### config.mk
export PLATFORM = sky130hd
export DESIGN_NAME = rff_rx_fifo_flag
export DESIGN_NICKNAME = d
export VERILOG_FILES = /design/src/core/rff_pkg.sv /design/src/core/rff_rx_fifo_flag.sv
export SDC_FILE = /design/constraint.sdc
export NUM_CORES = 1
export LEC_CHECK = 0
export BUFFER_PORTS_ARGS = -buffer_cell sky130_fd_sc_hd__buf_2
export CAP_MARGIN = 20
export CELL_PAD_IN_SITES_DETAIL_PLACEMENT = 1
export CELL_PAD_IN_SITES_GLOBAL_PLACEMENT = 1
export CORE_MARGIN = 1
export CORE_UTILIZATION = 47
export DETAILED_ROUTE_END_ITERATION = 8
export GPL_TIMING_DRIVEN = 1
export PLACE_DENSITY_LB_ADDON = 0.3
export REMOVE_ABC_BUFFERS = 1
export SKIP_CTS_REPAIR_TIMING = 1
export SYNTH_ARGS = -nofsm -noshare
export SYNTH_HDL_FRONTEND = slang
export SYNTH_SLANG_ARGS = --single-unit
### constraint.sdc
create_clock -name clk_sys_in -period 4.6 [get_ports clk_sys_in]
set_input_delay 0.46 -clock clk_sys_in [delete_from_list [all_inputs] [get_ports clk_sys_in]]
set_output_delay 0.46 -clock clk_sys_in [all_outputs]
set_load 0.05 [all_outputs]
### src/core/rff_pkg.sv
`default_nettype none
package rff_pkg;
  localparam int FIFO_DEPTH = 16;
  localparam int CNT_W = 5;
  localparam int DATA_W = 9;
  localparam int PTR_W = 4;
  localparam logic [CNT_W-1:0] CNT_ONE = 5'h01;
  localparam logic [CNT_W-1:0] CNT_ZERO = 5'h00;
  localparam logic [PTR_W-1:0] PTR_ONE = 4'h1;
  localparam logic [PTR_W-1:0] PTR_ZERO = 4'h0;
  localparam int BYTE_COUNT_W = 8;
  localparam logic [CNT_W-1:0] CNT_TWO = 5'h02;
  localparam logic [BYTE_COUNT_W-CNT_W-1:0] BYTE_HIGH_ZERO = 3'h0;
endpackage
`default_nettype wire

### src/core/rff_rx_fifo_flag.sv
`timescale 1ns/1ps
`default_nettype none
module rff_rx_fifo_flag
  import rff_pkg::*;
(
  input wire logic clk_sys_in,
  input wire logic rst_in,
  input wire logic wr_valid_in,
  input wire logic [DATA_W-1:0] wr_data_in,
  output logic wr_ready_out,
  input wire logic rd_en_in,
  output logic [DATA_W-1:0] rd_data_out,
  output logic rd_empty_out,
  input wire logic [7:0] fifo_byte_count_in,
  input wire logic fifo_rx_idle_enable_in,
  input wire logic rx_idle_8bit_in,
  input wire logic flag_clear_in,
  output logic rx_data_full_flag_out,
  output logic [CNT_W-1:0] fill_count_out
);

  // ------------------------------------------------------------
  // storage and pointers
  // ------------------------------------------------------------
  logic [DATA_W-1:0] mem_q [FIFO_DEPTH];
  logic [PTR_W-1:0] wptr_q;
  logic [PTR_W-1:0] rptr_q;
  logic [CNT_W-1:0] cnt_q;
  logic [CNT_W-1:0] cnt_d;
  logic flag_q;
  logic flag_d;
  logic miss_q;
  logic miss_d;

  wire full_w = (cnt_q == CNT_W'(FIFO_DEPTH));
  wire empty_w = (cnt_q == CNT_ZERO);
  wire do_wr = wr_valid_in && !full_w;
  wire do_rd = rd_en_in && !empty_w;
  wire [CNT_W-1:0] thr_w = fifo_byte_count_in[CNT_W-1:0];
  wire thr_ok_w = (fifo_byte_count_in[BYTE_COUNT_W-1:CNT_W] == BYTE_HIGH_ZERO) &&
                  (thr_w != CNT_ZERO);
  wire coin_w = do_wr && do_rd;
  // with a setting of two or more a coincident access at threshold still fires
  wire coin_hit_w = coin_w && (thr_w >= CNT_TWO) && (cnt_q == thr_w);
  wire hit_w = thr_ok_w && (cnt_d == thr_w) && ((cnt_q != thr_w) || coin_hit_w);
  // the coincident-access case with a setting of 1 misses the threshold
  wire miss_case_w = do_wr && do_rd && (thr_w == CNT_ONE) && (cnt_q == CNT_ONE);
  wire late_w = miss_q && ((do_wr && !do_rd) ||
                (fifo_rx_idle_enable_in && rx_idle_8bit_in));

  assign wr_ready_out = !full_w;
  assign rd_empty_out = empty_w;
  assign rd_data_out = mem_q[rptr_q];
  assign rx_data_full_flag_out = flag_q;
  assign fill_count_out = cnt_q;

  // ------------------------------------------------------------
  // next state
  // ------------------------------------------------------------
  always_comb begin
    cnt_d = cnt_q;
    if (do_wr && !do_rd) begin
      cnt_d = cnt_q + CNT_ONE;
    end else if (do_rd && !do_wr) begin
      cnt_d = cnt_q - CNT_ONE;
    end
    miss_d = miss_q;
    if (miss_case_w) begin
      miss_d = 1'b1;
    end else if (late_w || empty_w) begin
      miss_d = 1'b0;
    end
    flag_d = flag_q;
    if (flag_clear_in) begin
      flag_d = 1'b0;
    end
    if (hit_w || late_w) begin
      flag_d = 1'b1;
    end
  end

  always_ff @(posedge clk_sys_in) begin
    if (rst_in) begin
      wptr_q <= PTR_ZERO;
      rptr_q <= PTR_ZERO;
      cnt_q <= CNT_ZERO;
      flag_q <= 1'b0;
      miss_q <= 1'b0;
    end else begin
      if (do_wr) begin
        wptr_q <= wptr_q + PTR_ONE;
      end
      if (do_rd) begin
        rptr_q <= rptr_q + PTR_ONE;
      end
      cnt_q <= cnt_d;
      flag_q <= flag_d;
      miss_q <= miss_d;
    end
  end

  always_ff @(posedge clk_sys_in) begin
    if (do_wr) begin
      mem_q[wptr_q] <= wr_data_in;
    end
  end

  // ------------------------------------------------------------
  // checks
  // ------------------------------------------------------------
  AST_HIT_SETS: assert property (@(posedge clk_sys_in) disable iff (rst_in)
    hit_w |=> rx_data_full_flag_out)
    else $error("threshold reached but flag not set");

  AST_MISS_NOFLAG: assert property (@(posedge clk_sys_in) disable iff (rst_in)
    (miss_case_w && !flag_q && !late_w) |=> !rx_data_full_flag_out)
    else $error("missed case set flag");

  AST_THR2_NORMAL: assert property (@(posedge clk_sys_in) disable iff (rst_in)
    (thr_ok_w && thr_w >= CNT_TWO && cnt_d == thr_w && cnt_q != thr_w) |=> flag_q)
    else $error("flag not raised at threshold two or more");

  AST_LATE_WORD: assert property (@(posedge clk_sys_in) disable iff (rst_in)
    (miss_q && do_wr && !do_rd) |=> (flag_q && !miss_q))
    else $error("late flag on next word missing");

  AST_LATE_IDLE: assert property (@(posedge clk_sys_in) disable iff (rst_in)
    (miss_q && fifo_rx_idle_enable_in && rx_idle_8bit_in) |=> flag_q)
    else $error("late flag on idle missing");

  AST_CNT_HOLD: assert property (@(posedge clk_sys_in) disable iff (rst_in)
    (do_wr && do_rd) |=> $stable(fill_count_out))
    else $error("count changed on coincident access");

  AST_CNT_INC: assert property (@(posedge clk_sys_in) disable iff (rst_in)
    (do_wr && !do_rd) |=> (fill_count_out == $past(fill_count_out) + CNT_ONE))
    else $error("count did not increment");

  AST_NO_IDLE_WITHOUT_EN: assert property (@(posedge clk_sys_in) disable iff (rst_in)
    (!flag_q && !hit_w && !late_w) |=> !flag_q)
    else $error("flag set without cause");

  // ------------------------------------------------------------
  // reset, count and storage checks
  // ------------------------------------------------------------
  AST_RESET_CLEARS: assert property (@(posedge clk_sys_in) rst_in |=>
    (fill_count_out == CNT_ZERO && !rx_data_full_flag_out && rd_empty_out && wr_ready_out))
    else $error("reset left state behind");

  AST_CNT_DEC: assert property (@(posedge clk_sys_in) disable iff (rst_in)
    (do_rd && !do_wr) |=> (fill_count_out == $past(fill_count_out) - CNT_ONE))
    else $error("count did not decrement");

  AST_CNT_IDLE: assert property (@(posedge clk_sys_in) disable iff (rst_in)
    (!do_wr && !do_rd) |=> $stable(fill_count_out))
    else $error("count changed without access");

  AST_FULL_REFUSES: assert property (@(posedge clk_sys_in) disable iff (rst_in)
    (wr_valid_in && !wr_ready_out && !rd_en_in) |=> $stable(fill_count_out))
    else $error("write taken while full");

  AST_EMPTY_REFUSES: assert property (@(posedge clk_sys_in) disable iff (rst_in)
    (rd_en_in && rd_empty_out && !wr_valid_in) |=> $stable(fill_count_out))
    else $error("read taken while empty");

  AST_CNT_RANGE: assert property (@(posedge clk_sys_in) disable iff (rst_in)
    (fill_count_out <= CNT_W'(FIFO_DEPTH)))
    else $error("count beyond depth");

  AST_WRITE_STORED: assert property (@(posedge clk_sys_in) disable iff (rst_in)
    (do_wr && empty_w) |=> (rd_data_out == $past(wr_data_in)))
    else $error("word written to empty fifo not at head");

  AST_PTR_GAP: assert property (@(posedge clk_sys_in) disable iff (rst_in)
    ((wptr_q - rptr_q) == cnt_q[PTR_W-1:0]))
    else $error("pointer gap differs from count");

  // ------------------------------------------------------------
  // flag checks
  // ------------------------------------------------------------
  AST_CLEAR_DROPS: assert property (@(posedge clk_sys_in) disable iff (rst_in)
    (flag_clear_in && !hit_w && !late_w) |=> !rx_data_full_flag_out)
    else $error("clear did not drop flag");

  AST_SET_BEATS_CLEAR: assert property (@(posedge clk_sys_in) disable iff (rst_in)
    (flag_clear_in && (hit_w || late_w)) |=> rx_data_full_flag_out)
    else $error("clear beat a set event");

  AST_FLAG_HOLDS: assert property (@(posedge clk_sys_in) disable iff (rst_in)
    (flag_q && !flag_clear_in) |=> flag_q)
    else $error("flag dropped without clear");

  AST_MISS_ARMS: assert property (@(posedge clk_sys_in) disable iff (rst_in)
    miss_case_w |=> miss_q)
    else $error("missed threshold not remembered");

  AST_NO_MISS_THR2: assert property (@(posedge clk_sys_in) disable iff (rst_in)
    (!miss_q && thr_w != CNT_ONE) |=> !miss_q)
    else $error("miss armed with setting other than one");

  AST_THR2_COINCIDENT: assert property (@(posedge clk_sys_in) disable iff (rst_in)
    (coin_w && thr_ok_w && thr_w >= CNT_TWO && cnt_q == thr_w) |=> flag_q)
    else $error("coincident access at threshold two or more did not set flag");

  AST_LATE_IDLE_CLEARS: assert property (@(posedge clk_sys_in) disable iff (rst_in)
    (miss_q && fifo_rx_idle_enable_in && rx_idle_8bit_in && !miss_case_w) |=> !miss_q)
    else $error("miss not cleared by idle");

  AST_IDLE_GATED: assert property (@(posedge clk_sys_in) disable iff (rst_in)
    (!flag_q && miss_q && !fifo_rx_idle_enable_in && !do_wr && !hit_w) |=> !flag_q)
    else $error("idle set flag while idle enable off");

  AST_MISS_EMPTY_CLEARS: assert property (@(posedge clk_sys_in) disable iff (rst_in)
    (miss_q && rd_empty_out) |=> !miss_q)
    else $error("miss kept with empty fifo");

  AST_OFF_NEVER_FIRES: assert property (@(posedge clk_sys_in) disable iff (rst_in)
    (!thr_ok_w && !flag_q && !late_w) |=> !flag_q)
    else $error("flag set with threshold out of range");

endmodule
`default_nettype wire

==> run_summary.xml <==
<?xml version="1.0" encoding="UTF-8"?>
<metrics>
  <group name="floorplanning">
    <metric name="ioPinCount" unit="">41</metric>
    <metric name="fp.dieArea" unit="mm²">0.01459</metric>
    <metric name="row_count" unit="">43</metric>
    <metric name="fp.dieH" unit="µm">120.8</metric>
    <metric name="core_area" unit="mm²">0.01383</metric>
    <metric name="initial_core_utilization" unit="%">47.96</metric>
    <metric name="floorplan.die.width" unit="µm">120.8</metric>
  </group>
  <group name="grt">
    <metric name="grt-ovfl-total" unit="">0</metric>
    <metric name="groute.usage.overall" unit="%">21.64</metric>
    <metric name="grt_pass1_vias" unit="">3628</metric>
    <metric name="grt_start_max_net_pins" unit="">37</metric>
    <metric name="grt_pass1_wl" unit="mm">21.65</metric>
    <metric name="grt_antenna_before_repair" unit="">0</metric>
  </group>
  <group name="finish">
    <metric name="post_route_cells_drive_above_1_share" unit="%">33.41</metric>
    <metric name="nets" unit="">439</metric>
    <metric name="mostFrequentLayoutCells" unit="">sky130_fd_sc_hd__edfxtp_1, sky130_fd_sc_hd__mux4_2, sky130_fd_sc_hd__buf_2, sky130_fd_sc_hd__nor2_1, sky130_fd_sc_hd__dfxtp_1</metric>
    <metric name="area.growth.synth_to_final" unit="%">16.58</metric>
    <metric name="mostFrequentLayoutCell" unit="">sky130_fd_sc_hd__edfxtp_1</metric>
    <metric name="fin_util" unit="%">55.91</metric>
    <metric name="antenna-diode-count" unit="">0</metric>
  </group>
  <group name="worst_hold_path">
    <metric name="hold_class" unit="">input pin to flop</metric>
    <metric name="hold_path.startpoint" unit="">wr_data_in[8]</metric>
  </group>
  <group name="synthesis">
    <metric name="synth.avg_cell_area" unit="µm²">19.00</metric>
    <metric name="asyncSetResetFlopFracSynth" unit="%">0</metric>
    <metric name="synthesis.instances" unit="">349</metric>
    <metric name="synth_seq_area_share" unit="%">70.94</metric>
    <metric name="synth.lib_cells_used.distinct" unit="">44</metric>
    <metric name="synthFlopType" unit="">sky130_fd_sc_hd__edfxtp_1</metric>
    <metric name="postSynthRegisterBits" unit="">163</metric>
    <metric name="mappedNetlistArea" unit="mm²">0.006631</metric>
    <metric name="yosys_warnings" unit="">0</metric>
    <metric name="synth-edff-count" unit="">144</metric>
  </group>
  <group name="timing">
    <metric name="fmax" unit="MHz">291.5</metric>
    <metric name="timing.final.crit_period" unit="ns">3.431</metric>
    <metric name="maxSlewHeadroom" unit="%">26.98</metric>
    <metric name="max_slew.worst_pin.slew" unit="ns">1.091</metric>
    <metric name="setup_total_negative_slack" unit="ns">0</metric>
    <metric name="fin_worst_skew" unit="ns">0.006583</metric>
    <metric name="setup_repair_after_global_routing_missed_its_margin" unit="">no</metric>
    <metric name="slew_violations" unit="">0</metric>
    <metric name="finalHoldViolations" unit="">0</metric>
    <metric name="fin_crit_sh" unit="%">74.58</metric>
    <metric name="number_of_endpoints_failing_setup_at_the_final_stage" unit="">0</metric>
  </group>
  <group name="power_and_ir_drop">
    <metric name="static-leakage-power" unit="µW">0.002542</metric>
    <metric name="vdd_drop_max" unit="V">0.0003356</metric>
    <metric name="power.density" unit="mW/mm²">576.8</metric>
  </group>
  <group name="critical_path">
    <metric name="worst_ep_arrival_time" unit="ns">2.97</metric>
    <metric name="r2r_start" unit="">fill_count_out[1]</metric>
    <metric name="timing.critical_path.from_type" unit="">flop</metric>
    <metric name="critPathKind" unit="">flop to output port</metric>
    <metric name="critPathCaptureType" unit="">output port</metric>
    <metric name="worstPathMaxFanout" unit="">24</metric>
    <metric name="data_required_time_of_the_critical_path" unit="ns">4.14</metric>
  </group>
  <group name="clock_tree">
    <metric name="cts-root-to-sink-buffers" unit="">2</metric>
    <metric name="numCtsBuffers" unit="">17</metric>
    <metric name="numClockSinks" unit="">163</metric>
    <metric name="ctsRootBufferMaster" unit="">sky130_fd_sc_hd__clkbuf_16</metric>
    <metric name="tritoncts" unit="">yes</metric>
    <metric name="cts_htree_levels" unit="">4</metric>
    <metric name="clk_pin_slew" unit="ns">0.06</metric>
    <metric name="insertion_delay_to_the_later_sink_of_the_worst_skew_pair" unit="ns">0.43</metric>
  </group>
  <group name="flow_run">
    <metric name="max_cap_violations" unit="">0</metric>
  </group>
  <group name="routing">
    <metric name="detail_route.wl_per_cell" unit="µm">24.24</metric>
    <metric name="drt_drc_violations_left" unit="">0</metric>
    <metric name="drt-vias-per-instance" unit="">5.679</metric>
    <metric name="drt_iter0_markers" unit="">266</metric>
    <metric name="postRouteWirelength" unit="mm">14.52</metric>
    <metric name="drt_pre_antenna_iters" unit="">4</metric>
    <metric name="vias" unit="">3402</metric>
    <metric name="drt.antenna.violating_nets" unit="">0</metric>
  </group>
  <group name="placed_design">
    <metric name="finalWeightedCongestion" unit="">0.8123</metric>
    <metric name="dp_hpwl" unit="mm">9.101</metric>
    <metric name="port_buffers" unit="">40</metric>
  </group>
  <group name="run_status">
    <metric name="status" unit="">completed</metric>
  </group>
</metrics>
-- cell families after synthesis --
| kind of cell | after synthesis | synth area share, % |
|---|---|---|
| AO/OA/AOI/OAI | 14 | 1.491 |
| XOR/XNOR | 18 | 2.868 |
| adder cells (fa/ha/maj) | 11 | 2.019 |
| buffers and inverters | 23 | 1.736 |
| flip-flops | 163 | 70.94 |
| multiplexers | 47 | 15.77 |
| AND/OR/NAND/NOR | 73 | 5.170 |
-- per-stage QoR --
step	worst slack (ns)	total power, µW	hold slack, ns	cells	area, µm²
after detailed placement	1.517	2977	0.4996	565	7067
after CTS	1.054	4500	0.3915	597	7709
after global placement	1.602	2944	0.4866	565	7067
after global routing	0.9526	4621	0.3991	599	7731
final	1.169	4460	0.4060	599	7731
after floorplan	1.257	2696	0.4725	331	6535
-- routing by layer --
layer / vias to the layer above / share of wire [%] / track usage, % / wire length (µm)
li1: 1496 / - / - / -
met1: 1777 / 40 / 26.86 / 5878
met2: 112 / 53 / 37.00 / 7694
met3: 17 / 4.8 / 5.236 / 702
met4: 0 / 1.7 / 7.793 / 244
met5: - / 0 / 0 / 0
-- Yosys cell counts (2+ instances only) --
cell type / count / share of area (%)
sky130_fd_sc_hd__a31oi_1: 2 / 0.19
sky130_fd_sc_hd__buf_2: 4 / 0.30
sky130_fd_sc_hd__nor2_1: 33 / 1.9
sky130_fd_sc_hd__nand2_1: 16 / 0.91
sky130_fd_sc_hd__xnor2_1: 8 / 1.1
sky130_fd_sc_hd__buf_6: 2 / 0.34
sky130_fd_sc_hd__mux4_2: 45 / 15
sky130_fd_sc_hd__nand3_1: 2 / 0.15
sky130_fd_sc_hd__nor4_1: 2 / 0.19
sky130_fd_sc_hd__ha_1: 9 / 1.7
sky130_fd_sc_hd__a21oi_1: 3 / 0.23
sky130_fd_sc_hd__dfxtp_1: 19 / 5.7
sky130_fd_sc_hd__nand2b_1: 3 / 0.28
sky130_fd_sc_hd__clkbuf_1: 7 / 0.40
sky130_fd_sc_hd__xor2_1: 8 / 1.1
sky130_fd_sc_hd__nand4_1: 4 / 0.38
sky130_fd_sc_hd__o21ai_0: 2 / 0.15
sky130_fd_sc_hd__nor3_1: 5 / 0.38
sky130_fd_sc_hd__buf_1: 3 / 0.17
sky130_fd_sc_hd__inv_1: 5 / 0.28
sky130_fd_sc_hd__edfxtp_1: 144 / 65
-- final timing paths --
kind	endpoint	cells after the start	slack, ns
worst max-delay path	rd_data_out[7]	4	1.17
worst min-delay path	mem_q[4][8]	1	0.41
worst max register to register	mem_q[11][8]	7	1.69
worst min register to register	flop	2	0.51
-- worst max-delay path, stage by stage, from the launching register on --
cell	delay, ns
sky130_fd_sc_hd__dfxtp_2	0.90
sky130_fd_sc_hd__buf_4	0.38
sky130_fd_sc_hd__mux4_2	0.55
sky130_fd_sc_hd__mux4_2	0.48
sky130_fd_sc_hd__buf_2	0.22
-- registers in the layout (all words and copies together), names as in the netlist, named ones only --
name and flops:
miss_q 1, rptr_q 4, wptr_q 4, mem_q 144, fill_count_out 5, rx_data_full_flag_out 1
-- power by group --
group          leakage, µW  internal, µW  switching, µW
Sequential         0.00146          1690            119
Clock             0.000291           961            564
Combinational     0.000795           499            631
Total              0.00254          3150           1310
-- cell type report --
class	instances	area, µm²
clock buffers	19	432.9
clock inverters	13	209.0
fillers	1215	6096
inverters	5	18.77
multi-input cells	163	1812
flip-flops and latches	163	4706
well taps	180	225.2
repair buffers	56	327.8
Power figures use the tool's default switching activity.
